[src/rhs_pkg.sv]
package rhs_pkg;

  // --------------------------------------------------------------------------
  // Command codes
  // --------------------------------------------------------------------------
  localparam logic [7:0] RHS_CMD_HUB_RD   = 8'h14;
  localparam logic [7:0] RHS_CMD_HUB_WR   = 8'h94;
  localparam logic [7:0] RHS_CMD_PORT1_RD = 8'h15;
  localparam logic [7:0] RHS_CMD_PORT1_WR = 8'h95;
  localparam logic [7:0] RHS_CMD_PORT2_RD = 8'h16;
  localparam logic [7:0] RHS_CMD_PORT2_WR = 8'h96;

  // --------------------------------------------------------------------------
  // Hub status bit positions
  // --------------------------------------------------------------------------
  localparam int RHS_HUB_LOCAL_PWR     = 0;
  localparam int RHS_HUB_OVERCURRENT   = 1;
  localparam int RHS_HUB_WAKE_EN       = 15;
  localparam int RHS_HUB_LOCAL_PWR_CHG = 16;
  localparam int RHS_HUB_OC_CHG        = 17;
  localparam int RHS_HUB_WAKE_CLR      = 31;

  // --------------------------------------------------------------------------
  // Port status bit positions
  // --------------------------------------------------------------------------
  localparam int RHS_P_CONNECT     = 0;
  localparam int RHS_P_ENABLED     = 1;
  localparam int RHS_P_SUSPENDED   = 2;
  localparam int RHS_P_OVERCURRENT = 3;
  localparam int RHS_P_IN_RESET    = 4;
  localparam int RHS_P_POWER_ON    = 8;
  localparam int RHS_P_SLOW_DEV    = 9;
  localparam int RHS_P_CONNECT_CHG = 16;
  localparam int RHS_P_ENABLE_CHG  = 17;
  localparam int RHS_P_SUSPEND_CHG = 18;
  localparam int RHS_P_OC_CHG      = 19;
  localparam int RHS_P_RESET_CHG   = 20;

  localparam logic [31:0] RHS_PORT_RESET  = 32'h0000_0000;
  localparam logic [31:0] RHS_PORT_CHG_MASK = 32'h001F_0000;
  localparam int RHS_NUM_PORTS   = 2;

endpackage : rhs_pkg

[src/rhs_port.sv]
module rhs_port
  import rhs_pkg::*;
(
  input  wire logic        clk_sys,
  input  wire logic        rst_n,
  input  wire logic        conn_sync,
  input  wire logic        slow_sync,
  input  wire logic        ocur_sync,
  input  wire logic        enable_lost,
  input  wire logic        reset_done,
  input  wire logic        resume_done,
  input  wire logic        pwr_on_pulse,
  input  wire logic        pwr_off_pulse,
  input  wire logic        wr_apply,
  input  wire logic [31:0] wr_data,
  output logic      [31:0] status,
  output logic             connect_change_event
);

  // --------------------------------------------------------------------------
  // State
  // --------------------------------------------------------------------------
  typedef struct packed {
    logic conn;
    logic ocur;
    logic power;
    logic enabled;
    logic susp;
    logic in_reset;
    logic [4:0] chg;
    logic conn_evt;
  } rhs_port_t;

  rhs_port_t st_r;
  rhs_port_t st_nxt;

  always_comb begin
    st_nxt = st_r;
    st_nxt.conn = conn_sync;
    st_nxt.ocur = ocur_sync;
    st_nxt.conn_evt = 1'b0;
    // Write-one clears first, so hardware sets below win the same cycle
    if (wr_apply) begin
      st_nxt.chg = st_r.chg & ~wr_data[RHS_P_RESET_CHG:RHS_P_CONNECT_CHG];
      if (wr_data[RHS_P_CONNECT]) st_nxt.enabled = st_r.conn;
      if (wr_data[RHS_P_ENABLED]) st_nxt.enabled = 1'b0;
      if (wr_data[RHS_P_SUSPENDED]) st_nxt.susp = st_r.conn;
      if (wr_data[RHS_P_IN_RESET]) st_nxt.in_reset = st_r.conn;
      // Enable, suspend and reset sets on an empty port flag a connect change for the driver
      if (!st_r.conn && (wr_data[RHS_P_CONNECT] | wr_data[RHS_P_SUSPENDED]
                         | wr_data[RHS_P_IN_RESET])) begin
        st_nxt.chg[0] = 1'b1;
      end
      if (wr_data[RHS_P_OVERCURRENT]) st_nxt.susp = 1'b0;
      if (wr_data[RHS_P_POWER_ON]) st_nxt.power = 1'b1;
      if (wr_data[RHS_P_SLOW_DEV]) st_nxt.power = 1'b0;
    end
    if (pwr_on_pulse) st_nxt.power = 1'b1;
    if (pwr_off_pulse) st_nxt.power = 1'b0;
    if (conn_sync != st_r.conn) begin
      st_nxt.chg[0] = 1'b1;
      st_nxt.conn_evt = 1'b1;
    end
    if (enable_lost && st_r.enabled) begin
      st_nxt.enabled = 1'b0;
      st_nxt.chg[1] = 1'b1;
    end
    if (resume_done) begin
      st_nxt.susp = 1'b0;
      st_nxt.chg[2] = 1'b1;
    end
    if (ocur_sync != st_r.ocur) st_nxt.chg[3] = 1'b1;
    if (reset_done) begin
      st_nxt.in_reset = 1'b0;
      st_nxt.enabled = st_r.conn;
      st_nxt.chg[4] = 1'b1;
      st_nxt.chg[2] = 1'b0;
    end
  end

  always_ff @(posedge clk_sys) begin
    if (!rst_n) begin
      st_r <= '0;
    end else begin
      st_r <= st_nxt;
    end
  end

  always_comb begin
    status = RHS_PORT_RESET;
    status[RHS_P_RESET_CHG:RHS_P_CONNECT_CHG] = st_r.chg;
    status[RHS_P_CONNECT]     = st_r.conn;
    status[RHS_P_ENABLED]     = st_r.enabled;
    status[RHS_P_SUSPENDED]   = st_r.susp;
    status[RHS_P_OVERCURRENT] = st_r.ocur;
    status[RHS_P_IN_RESET]    = st_r.in_reset;
    status[RHS_P_POWER_ON]    = st_r.power;
    status[RHS_P_SLOW_DEV]    = slow_sync & st_r.conn;
  end

  assign connect_change_event = st_r.conn_evt;

endmodule : rhs_port

[src/rhs_hub.sv]
module rhs_hub
  import rhs_pkg::*;
#(
  parameter int NUM_PORTS = RHS_NUM_PORTS
)(
  input  wire logic                 clk_sys,
  input  wire logic                 rst_n,
  input  wire logic                 cmd_valid,
  input  wire logic [7:0]           cmd_code,
  input  wire logic [31:0]          cmd_wdata,
  input  wire logic                 power_switch_select,
  input  wire logic                 per_port_ocur_mode,
  input  wire logic [NUM_PORTS-1:0] per_port_power_mask,
  input  wire logic                 transaction_busy,
  input  wire logic                 controller_suspended,
  input  wire logic                 overcurrent_pin,
  input  wire logic [NUM_PORTS-1:0] connect_pin,
  input  wire logic [NUM_PORTS-1:0] slow_pin,
  input  wire logic [NUM_PORTS-1:0] port_ocur_pin,
  input  wire logic [NUM_PORTS-1:0] enable_lost,
  input  wire logic [NUM_PORTS-1:0] reset_done,
  input  wire logic [NUM_PORTS-1:0] resume_done,
  output logic      [31:0]          cmd_rdata,
  output logic                      cmd_rvalid,
  output logic      [NUM_PORTS-1:0] port_power_on,
  output logic                      resume_seen_interrupt,
  output logic                      resume_request
);

  // --------------------------------------------------------------------------
  // Elaboration check
  // --------------------------------------------------------------------------
  // Port command codes exist for only two ports, so the port count is fixed
  if (NUM_PORTS != RHS_NUM_PORTS) begin : g_bad_ports
    $error("rhs_hub supports exactly two ports");
  end

  // --------------------------------------------------------------------------
  // State
  // --------------------------------------------------------------------------
  typedef struct packed {
    logic                 oc_s1;
    logic                 oc_s2;
    logic [NUM_PORTS-1:0] cn_s1;
    logic [NUM_PORTS-1:0] cn_s2;
    logic [NUM_PORTS-1:0] sl_s1;
    logic [NUM_PORTS-1:0] sl_s2;
    logic [NUM_PORTS-1:0] po_s1;
    logic [NUM_PORTS-1:0] po_s2;
    logic                 oc_last;
    logic                 wake_en;
    logic                 oc_chg;
    logic                 pend;
    logic [NUM_PORTS-1:0] pend_sel;
    logic [31:0]          pend_data;
    logic [NUM_PORTS-1:0] pwr_on;
    logic [NUM_PORTS-1:0] pwr_off;
    logic [31:0]          rdata;
    logic                 rvalid;
    logic [NUM_PORTS-1:0] pwr_out;
    logic                 resume_irq;
    logic                 resume_req;
  } rhs_hub_t;

  rhs_hub_t st_r;
  rhs_hub_t st_nxt;

  logic [31:0]          port_stat [NUM_PORTS];
  logic [NUM_PORTS-1:0] port_conn_evt;
  logic [NUM_PORTS-1:0] port_apply;
  logic [31:0]          hub_view;
  logic                 oc_global;

  // --------------------------------------------------------------------------
  // Ports
  // --------------------------------------------------------------------------
  // Postponed writes land only when no transaction is on the bus
  assign port_apply = (st_r.pend && !transaction_busy) ? st_r.pend_sel : '0;

  for (genvar i = 0; i < NUM_PORTS; i++) begin : g_port
    rhs_port u_port (
      .clk_sys              (clk_sys),
      .rst_n                (rst_n),
      .conn_sync            (st_r.cn_s2[i]),
      .slow_sync            (st_r.sl_s2[i]),
      .ocur_sync            (st_r.po_s2[i]),
      .enable_lost          (enable_lost[i]),
      .reset_done           (reset_done[i]),
      .resume_done          (resume_done[i]),
      .pwr_on_pulse         (st_r.pwr_on[i]),
      .pwr_off_pulse        (st_r.pwr_off[i]),
      .wr_apply             (port_apply[i]),
      .wr_data              (st_r.pend_data),
      .status               (port_stat[i]),
      .connect_change_event (port_conn_evt[i])
    );
  end

  // --------------------------------------------------------------------------
  // Hub status view
  // --------------------------------------------------------------------------
  assign oc_global = st_r.oc_s2 & ~per_port_ocur_mode;

  always_comb begin
    hub_view = '0;
    hub_view[RHS_HUB_OVERCURRENT]   = st_r.oc_last;
    hub_view[RHS_HUB_WAKE_EN]       = st_r.wake_en;
    hub_view[RHS_HUB_OC_CHG]        = st_r.oc_chg;
    hub_view[RHS_HUB_LOCAL_PWR]     = 1'b0;
    hub_view[RHS_HUB_LOCAL_PWR_CHG] = 1'b0;
  end

  always_comb begin
    logic [NUM_PORTS-1:0] sel;
    sel = power_switch_select ? ~per_port_power_mask : '1;
    st_nxt = st_r;
    st_nxt.oc_s1 = overcurrent_pin;
    st_nxt.oc_s2 = st_r.oc_s1;
    st_nxt.cn_s1 = connect_pin;
    st_nxt.cn_s2 = st_r.cn_s1;
    st_nxt.sl_s1 = slow_pin;
    st_nxt.sl_s2 = st_r.sl_s1;
    st_nxt.po_s1 = port_ocur_pin;
    st_nxt.po_s2 = st_r.po_s1;
    st_nxt.oc_last = oc_global;
    st_nxt.pwr_on = '0;
    st_nxt.pwr_off = '0;
    st_nxt.rvalid = 1'b0;
    st_nxt.resume_irq = 1'b0;
    st_nxt.resume_req = 1'b0;
    if (port_apply != '0) st_nxt.pend = 1'b0;
    if (cmd_valid) begin
      unique case (cmd_code)
        RHS_CMD_HUB_RD: begin
          st_nxt.rdata = hub_view;
          st_nxt.rvalid = 1'b1;
        end
        RHS_CMD_PORT1_RD: begin
          st_nxt.rdata = port_stat[0];
          st_nxt.rvalid = 1'b1;
        end
        RHS_CMD_PORT2_RD: begin
          st_nxt.rdata = port_stat[1];
          st_nxt.rvalid = 1'b1;
        end
        RHS_CMD_HUB_WR: begin
          if (cmd_wdata[RHS_HUB_WAKE_CLR]) st_nxt.wake_en = 1'b0;
          if (cmd_wdata[RHS_HUB_WAKE_EN]) st_nxt.wake_en = 1'b1;
          if (cmd_wdata[RHS_HUB_OC_CHG]) st_nxt.oc_chg = 1'b0;
          if (cmd_wdata[RHS_HUB_LOCAL_PWR_CHG]) st_nxt.pwr_on = sel;
          if (cmd_wdata[RHS_HUB_LOCAL_PWR]) st_nxt.pwr_off = sel;
        end
        RHS_CMD_PORT1_WR, RHS_CMD_PORT2_WR: begin
          // One write may wait; a newer one replaces it
          st_nxt.pend = 1'b1;
          st_nxt.pend_sel = (cmd_code == RHS_CMD_PORT1_WR) ? 2'h1 : 2'h2;
          st_nxt.pend_data = cmd_wdata;
        end
        default: begin
          st_nxt.rdata = '0;
          st_nxt.rvalid = 1'b1;
        end
      endcase
    end
    // Hardware set wins over a same-cycle write-one clear
    if (oc_global != st_r.oc_last) st_nxt.oc_chg = 1'b1;
    if (st_r.wake_en && controller_suspended && (port_conn_evt != '0)) begin
      st_nxt.resume_irq = 1'b1;
      st_nxt.resume_req = 1'b1;
    end
    for (int k = 0; k < NUM_PORTS; k++) begin
      st_nxt.pwr_out[k] = port_stat[k][RHS_P_POWER_ON];
    end
  end

  always_ff @(posedge clk_sys) begin
    if (!rst_n) begin
      st_r <= '0;
    end else begin
      st_r <= st_nxt;
    end
  end

  assign cmd_rdata             = st_r.rdata;
  assign cmd_rvalid            = st_r.rvalid;
  assign port_power_on         = st_r.pwr_out;
  assign resume_seen_interrupt = st_r.resume_irq;
  assign resume_request        = st_r.resume_req;

endmodule : rhs_hub

[config.mk]
export PLATFORM = sky130hd
export DESIGN_NAME = rhs_hub
export DESIGN_NICKNAME = d
export VERILOG_FILES = /design/src/rhs_pkg.sv /design/src/rhs_port.sv /design/src/rhs_hub.sv
export SDC_FILE = /design/constraint.sdc
export NUM_CORES = 1
export LEC_CHECK = 0
export BUFFER_PORTS_ARGS = -buffer_cell sky130_fd_sc_hd__buf_2
export CAP_MARGIN = 20
export CORE_ASPECT_RATIO = 1.75
export CORE_MARGIN = 4
export CORE_UTILIZATION = 55
export CTS_CLUSTER_SIZE = 10
export DETAILED_ROUTE_END_ITERATION = 8
export GPL_ROUTABILITY_DRIVEN = 0
export GPL_TIMING_DRIVEN = 0
export PLACE_DENSITY = 0.92
export SYNTH_ARGS = -nofsm -noshare
export SYNTH_HDL_FRONTEND = slang
export SYNTH_SLANG_ARGS = --single-unit
[constraint.sdc]
create_clock -name clk_sys -period 3.35 [get_ports clk_sys]
set_input_delay 0.1675 -clock clk_sys [delete_from_list [all_inputs] [get_ports clk_sys]]
set_output_delay 0.1675 -clock clk_sys [all_outputs]
set_load 0.1 [all_outputs]
# ---- Word-level counts from Yosys, hierarchy flattened
# Cells that the tools add are included.
dict set report classes {
  shifts 0
  n_reduce_logical 58
  bitwise_logic 12
  add_sub_neg 0
  div 0
  n_mux 48
  n_mul 0
  n_lt_le_gt_ge 0
  n_eq_ne 11
}
# op count
set ops {}
lappend ops {{$pmux 33 s4} 1}
lappend ops {{$mux 73} 1}
lappend ops {{$reduce_bool 2->1} 19}
lappend ops {{$mux 35} 1}
lappend ops {{$mux 1} 34}
lappend ops {{$eq 8x5->1 const B} 3}
lappend ops {{$eq 8x8->1 const B} 3}
lappend ops {{$reduce_and 2->1} 11}
lappend ops {{$mux 9} 2}
lappend ops {{$mux 2} 8}
lappend ops {{$reduce_or 2->1} 7}
lappend ops {{$reduce_bool 3->1} 4}
lappend ops {{$and 5x5->5} 2}
lappend ops {{$reduce_and 4->1} 2}
lappend ops {{$reduce_bool 4->1} 2}
lappend ops {{$logic_and 1x1->1} 7}
lappend ops {{$reduce_and 3->1} 2}
lappend ops {{$ne 1x1->1} 5}
lappend ops {{$not 5->5} 1}
lappend ops {{$mux 4} 1}
lappend ops {{$and 1x1->1} 3}
lappend ops {{$logic_not 1->1} 3}
lappend ops {{$not 1->1} 3}
lappend ops {{$reduce_or 3->1} 1}
lappend ops {{2 further kinds} 3}
dict set report word_totals {
  reg_bits 117
  memories 0
  mem_bits_ro 0
  mem_bits_rw 0
  word_cells 174
  latchBits 0
}

# ---- Longest topological paths before layout
# Gate-level depths: netlist of run 1.
dict set report depth {
  ltp_word 8
  depth_mapped 6
  ltp_nobuf 4
}

# ---- Modules after synthesis
# From an unflattened synthesis of run 1, not the netlist that was laid out.
dict set report hier_totals {
  hier_cells 571
  hier_area_um2 5198.7
}
# module n_inst cells_each area_each_um2
set by_module_without_submodules {}
lappend by_module_without_submodules {rhs_hub 1 415 3860.0}
lappend by_module_without_submodules {rhs_port 2 78 669.4}

# ---- Worst setup path before layout of run 1
# OpenSTA, ideal clock, no wires.
dict set report synth_path {
  kind {register to output}
  startpoint {register st_r (netlist bit resume_seen_interrupt)}
  endpoint {output resume_seen_interrupt}
  setup_slack_ns 1.826
  path_stages_with_launch 2
  arrival_time_ns 1.356
  required_ns 3.182
  n_path_buf 1
  cell_sequence {dfxtp_1 > buf_4}
}
# item line
set synth_rtl {}
lappend synth_rtl {{start, declared} rhs_hub.sv:65} ;# rhs_hub_t st_r;
lappend synth_rtl {{start signal, assigned} rhs_hub.sv:180} ;# st_r <= st_nxt;
lappend synth_rtl {{end, declared} rhs_hub.sv:26} ;# output logic resume_seen_interrupt,
# No word-level cell between the ends.

# ---- Final worst setup path of run 1
dict set report layout_path {
  startpoint {register st_r[75] (netlist bit)}
  endpoint {register g_port[1].u_port.st_r (netlist bit g_port[1].u_port.status[8])}
}
dict set report layout_via {
  elab_chain_cells 4
}
# item line
set layout_lines {}
lappend layout_lines {{$logic_and 1x1->1} rhs_hub.sv:78} ;# assign port_apply = (st_r.pend && !transaction_busy) ? st_r.pend_sel : '0;
lappend layout_lines {{$mux 2} rhs_hub.sv:78}
lappend layout_lines {{$reduce_bool 2->1 (no source line)} n/a}
lappend layout_lines {{$reduce_and 2->1 (no source line)} n/a}
lappend layout_lines {{end signal, assigned} rhs_port.sv:85} ;# st_r <= st_nxt;
lappend layout_lines {{end, declared} rhs_port.sv:34} ;# rhs_port_t st_r;
# No other way between the ends.
# A chain may end at the register's enable or synchronous reset.

==> results of run 1 <==
[cell families after synthesis]
family                 after synthesis  synth area share
buffers and inverters               63             0.122
AO/OA/AOI/OAI                       83             0.182
multiplexers                         4            0.0123
other                                1           0.00115
XOR/XNOR                             5            0.0135
flip-flops                          77             0.473
AND/OR/NAND/NOR                    111             0.195
[final timing paths]
path / from / endpoint
setup / recovery: st_r[75] / g_port[1].u_port.status[8]
hold / removal: overcurrent_pin / st_nxt[91]
setup reg to reg: st_r[75] / g_port[1].u_port.status[8]
hold reg to reg: st_r[37] / g_port[0].u_port.status[8]
[cells in the mapped netlist (2+ instances only)]
| master | n | area, µm² |
|---|---|---|
| o221a_2 | 2 | 22.5 |
| xor2_1 | 2 | 17.5 |
| nor4_1 | 2 | 12.5 |
| inv_1 | 6 | 22.5 |
| buf_2 | 12 | 60.1 |
| nand3_1 | 7 | 35.0 |
| nor2_1 | 13 | 48.8 |
| nor3_1 | 3 | 15.0 |
| buf_4 | 35 | 263 |
| a31oi_1 | 6 | 37.5 |
| o21ai_2 | 7 | 61.3 |
| a211oi_1 | 7 | 52.6 |
| dfxtp_1 | 77 | 1540 |
| a22oi_1 | 11 | 82.6 |
| and4bb_2 | 2 | 25.0 |
| buf_6 | 2 | 22.5 |
| a21o_1 | 2 | 15.0 |
| o22ai_1 | 2 | 12.5 |
| xnor2_1 | 3 | 26.3 |
| o2bb2ai_1 | 12 | 105 |
| nand3_2 | 7 | 70.1 |
| nor2b_1 | 3 | 18.8 |
| nand4_1 | 3 | 18.8 |
| and3b_1 | 4 | 35.0 |
| nand2b_1 | 4 | 25.0 |
| and2_1 | 22 | 138 |
| nand2_1 | 34 | 128 |
| clkbuf_1 | 7 | 26.3 |
| nor3b_1 | 2 | 15.0 |
| a21oi_1 | 23 | 115 |
| o21ai_1 | 5 | 25.0 |
| mux2i_1 | 4 | 40.0 |
[worst max-delay path: stages, from the launching register on]
cell	delay [ns]
dfxtp_1	0.36
and3b_1	0.16
buf_2	0.19
buf_2	0.27
a211oi_1	0.11
nor4_1	0.25
[routing by layer]
metal,track usage,vias up,part of all wire
met5,0,-,0
met4,0.164,0,0.047
met3,0.0706,30,0.080
met2,0.416,143,0.52
met1,0.221,1291,0.35
li1,-,1326,-
[timing repair]
item,4_1_cts,5_1_grt
buffers inserted,0,0
endpoints found under the hold margin,3,0
hold buffers,3,0
[power groups by stage]
stage          combinational, W  sequential (W)  clock (W)
5_1_grt                0.000237        0.000947   0.000799
3_3_place_gp           0.000215        0.000966          0
6_report               0.000227        0.000946   0.000758
4_1_cts                0.000224        0.000946   0.000758
3_5_place_dp           0.000220        0.000967          0
2_1_floorplan          0.000166        0.000968          0
[through the flow]
| step | total power (W) | worst slack [ns] | utilization | hold slack [ns] |
|---|---|---|---|---|
| 2_1_floorplan | 0.00113 | 1.83 | - | 0.243 |
| 3_3_place_gp | 0.00118 | 1.84 | 0.655 | 0.365 |
| 3_5_place_dp | 0.00119 | 1.78 | 0.655 | 0.355 |
| 4_1_cts | 0.00193 | 1.94 | 0.698 | 0.000874 |
| 5_1_grt | 0.00198 | 1.87 | 0.698 | 0.0145 |
| 6_report | 0.00193 | 1.90 | 0.698 | 0.0114 |
[layout make-up]
class	instances	area, µm²
Timing Repair Buffer	63	330
Tap cell	76	95.1
Clock inverter	4	72.6
Inverter	7	26.3
Sequential cell	77	1540
Clock buffer	11	141
Multi-Input combinational cell	222	1380
Buffer	56	372
Fill cell	429	1710
[registers in the layout, summed over array words and instances (netlist names), 2 cells and up]
| signal | cells |
|---|---|
| st_r | 26 |
| cmd_rdata | 13 |
| st_nxt | 7 |
| g_port.u_port.connect_change_event | 2 |
| hub_view | 3 |
| port_power_on | 2 |
| g_port.u_port.status | 22 |
==> out/results.ini, run 1 <==
[critical_path]
required_ns=3.61
critPathKind=reg -> reg
reg2reg_depth=5
r2r_slack_ns=1.90
critPathArrivalTime_ns=1.70
start_kind=register
path_max_fanout=10
worstSetupEndpointType=register

[timing]
timing.fmax_ghz=0.691
tightest_slew_ns=0.829
tns_ns=0
rsz0062_at_grt=false
relSlewSlack=0.443
hold_violations=0
timing.final.crit_period_ns=1.45
drv_slew=0
finClkSkew_ns=0.00667
post-route-period-util=0.432
setup_viol_count_final=0

[route]
detail-route-antenna-nets=0
drt-initial-drc-count=154
vias=2790
viasPerCell=5.41
drt-wirelength-per-cell_um=15.6
first_pass_iters=5
routed_wl_um=8060
drc=0

[synthesis]
synthesis.instances=344
ys_seq_elements=77
synth-edff-count=0
synthArstFlopShare=0
ys.flop_type=dfxtp_1
synthDistinctLibCells=45
ys_warn_count=0
syn_avg_cell_area_um2=9.46
seq_area_frac_synth=0.473
syn-cell-area_mm2=0.00326

[clock_tree]
post_cts_resized=0
cts_tree=built
cts_htree_levels=3
cts-buffers-inserted=9
root_buffer=clkbuf_8
clk_pin_slew_ns=0.08
clock_path_buffers=2
cts_sinks=77
clock_latency_ns=0.36

[global_routing]
grt-ovfl-total=0
antenna_found_initial=0
grt_pass1_wl_um=12500
grt_pass1_vias=2751
grt_usage=0.234
grt_max_degree=13

[layout]
final_nets=498
drive_gt1_frac=0.327
mostFrequentLayoutCell=dfxtp_1
fin_cells=516
most-common-layout-cells=77 x dfxtp_1, 72 x buf_2, 35 x buf_4
fin_area_mm2=0.00396
syn_to_final_growth_pct=21.7
n_antenna_cell=0

[pwr]
internal_power_w=0.00143
clockPowerShare=0.393
p_sw_w=0.000498
p_comb_frac=0.117
p_leak_nw=1.75
p_sw_frac=0.258
pwr-share-seq=0.490
power_density_mw_per_mm2=487
ir_drop_uv=304

[floorplan]
boundaryPins=99
fp.dieW_um=66.2
num_rows=36
start_util=0.574
core_mm2=0.00568
fp.dieH_um=110
die_area_mm2=0.00726

[placed_design]
io_buffers=60
placed_cell_area_mm2=0.00372
dp_hpwl_um=5970
place_inst=498

[min_path]
whs_path_depth=2
hold_path_class=in -> reg

[job]
max_cap_violations=0

[outcome]
status=completed

(Power assumes the default switching activity.)
==> run 2: changes to the inputs <==
- CORE_UTILIZATION: 55 -> 51
- PLACE_DENSITY: 0.92 -> 0.86
- clock period: 3.35 -> 1.5 ns (I/O delays scaled with it)
==> out/results.ini, run 2 (same netlist as run 1, synthesis figures left out) <==
[route]
wirelength_met1_um=2800  ; -1.2%
routed.top_layer=met4
drc=0  ; unchanged
viasPerCell=5.20  ; -3.8%
wl_met3_um=559  ; -14%
drt-initial-drc-count=217  ; +41%
vias=2818  ; +1.0%
met2_length_um=4180  ; -0.57%
detail-route-antenna-nets=0  ; unchanged
routed_wl_um=7970  ; -1.1%
first_pass_iters=5  ; unchanged
drt-wirelength-per-cell_um=14.7  ; -5.9%

[global_routing]
grt_pass1_wl_um=12800  ; +2.6%
grt_usage=0.224  ; -0.00915
grt_max_degree=12  ; -1
antenna_found_initial=0  ; unchanged
grt-ovfl-total=0  ; unchanged
grt_pass1_vias=2753  ; +0.073%

[timing]
timing.fmax_ghz=0.695  ; +0.49%
relSlewSlack=0.341  ; -0.102
finClkSkew_ns=0.00530  ; -0.00137 ns
rsz0062_at_grt=false
post-route-period-util=0.960  ; +0.528
hold_violations=0  ; unchanged
drv_slew=0  ; unchanged
tightest_slew_ns=0.981  ; +0.152 ns
setup_viol_count_final=0  ; unchanged
timing.final.crit_period_ns=1.44  ; -0.00699 ns
layout_setup_ws_ns=0.0602  ; -1.84 ns

[layout]
final_nets=522  ; +4.8%
mostFrequentLayoutCell=dfxtp_1
top_register=st_r
syn_to_final_growth_pct=27.5
n_antenna_cell=0  ; unchanged
largest_reg_flops=26  ; unchanged
drive_gt1_frac=0.307  ; -0.0199
num-fill-cells=496  ; +16%
fin_cells=542  ; +5.0%
most-common-layout-cells=77 x dfxtp_1, 71 x buf_2, 35 x buf_4

[floorplan]
boundaryPins=99  ; unchanged
fp.dieW_um=68.4  ; +3.4%
fp.dieH_um=114  ; +3.6%
core_mm2=0.00618  ; +8.9%
num_rows=38  ; +5.6%
start_util=0.527  ; -0.0469
die_area_mm2=0.00778  ; +7.1%

[critical_path]
crit_path_top_delay_cell=dfxtp_1
cp_top_family=buffers and inverters
critPathArrivalTime_ns=1.69  ; about the same
worstPathBufferInverterCount=2  ; unchanged
path_max_fanout=10  ; unchanged
worstSetupEndpointType=register
critPathKind=reg -> reg
worstPathCellList=and3b_1, buf_2, buf_2, a211oi_1, nor4_1
required_ns=1.75  ; -1.86 ns
r2r_slack_ns=0.06  ; -1.84 ns
start_kind=register
slowest_delay_ns=0.35  ; about the same
crit_top_cell=buf_2

[clock_tree]
cts_sinks=77  ; unchanged
cts-buffers-inserted=9  ; unchanged
cts_htree_levels=3  ; unchanged
cts_tree=built
clock_latency_ns=0.35  ; about the same
root_buffer=clkbuf_8
clock_path_buffers=2  ; unchanged
clk_pin_slew_ns=0.07  ; about the same

[job]
max_cap_violations=0  ; unchanged

[placed_design]
place_inst=502  ; +0.80%
dp_hpwl_um=5890  ; -1.5%
io_buffers=60  ; unchanged
place_ws_ns=-0.0681  ; -1.85 ns

[pwr]
total_power_w=0.00394  ; +100%
ir_drop_uv=643  ; +110%
p_leak_nw=1.82  ; +4.1%
power_density_mw_per_mm2=950  ; +95%

[outcome]
status=completed

[min_path]
hold_path_class=in -> reg

## run 2: per-layer routing
layer | vias up | global-route usage
met3 | 32 | 0.0631
met2 | 126 | 0.385
li1 | 1372 | -
met5 | - | 0
met4 | 0 | 0.143
met1 | 1288 | 0.226
## run 2: per-stage QoR
| stage | hold slack [ns] | area, µm² | util | TNS, ns |
|---|---|---|---|---|
| detailed placement | 0.269 | 3720 | 0.602 | -0.101 |
| floorplan | 0.151 | 3320 | - | 0 |
| CTS | 0.00272 | 4150 | 0.671 | 0 |
| global placement | 0.270 | 3720 | 0.602 | 0 |
| global route | 0.0335 | 4150 | 0.671 | 0 |
| finish | 0.0134 | 4150 | 0.671 | 0 |
## run 2: cell type report
cell class / instances / area (µm²) / area share
sequential: 77 / 1540 / 0.371
multi-input combinational: 222 / 1380 / 0.333
buffer: 56 / 374 / 0.0901
timing repair buffer: 87 / 571 / 0.137
inverter: 7 / 26.3 / 0.00633
clock inverter: 2 / 12.5 / 0.00301
clock buffer: 11 / 141 / 0.0341
tap: 80 / 100 / 0.0241
## run 2: worst paths after layout
check | end | from | cells past startpoint
setup / recovery | g_port[0].u_port.status[8] | st_r[75] | 5
hold / removal | g_port[1].u_port.status[20] | reset_done[1] | 3
setup reg to reg | g_port[0].u_port.status[8] | st_r[75] | 5
hold reg to reg | g_port[1].u_port.status[8] | st_r[38] | 1
## run 2: report_power, final
group | leakage (nW) | switching (W) | internal, W
registers | 0.626 | 0.0000240 | 0.00209
logic | 1.12 | 0.000370 | 0.000182
clock network | 0.0771 | 0.000662 | 0.000615
## run 2: worst min-delay path: stages
cell	delay [ns]
buf_2	0.13
a21oi_1	0.05
nor2_1	0.08
## run 2: timing repair
item / CTS / global route
resized for setup: 0 / 1
setup endpoints to repair: 0 / 1
hold buffers: 27 / 0
buffers inserted: 0 / 0
endpoints found under the hold margin: 30 / 0
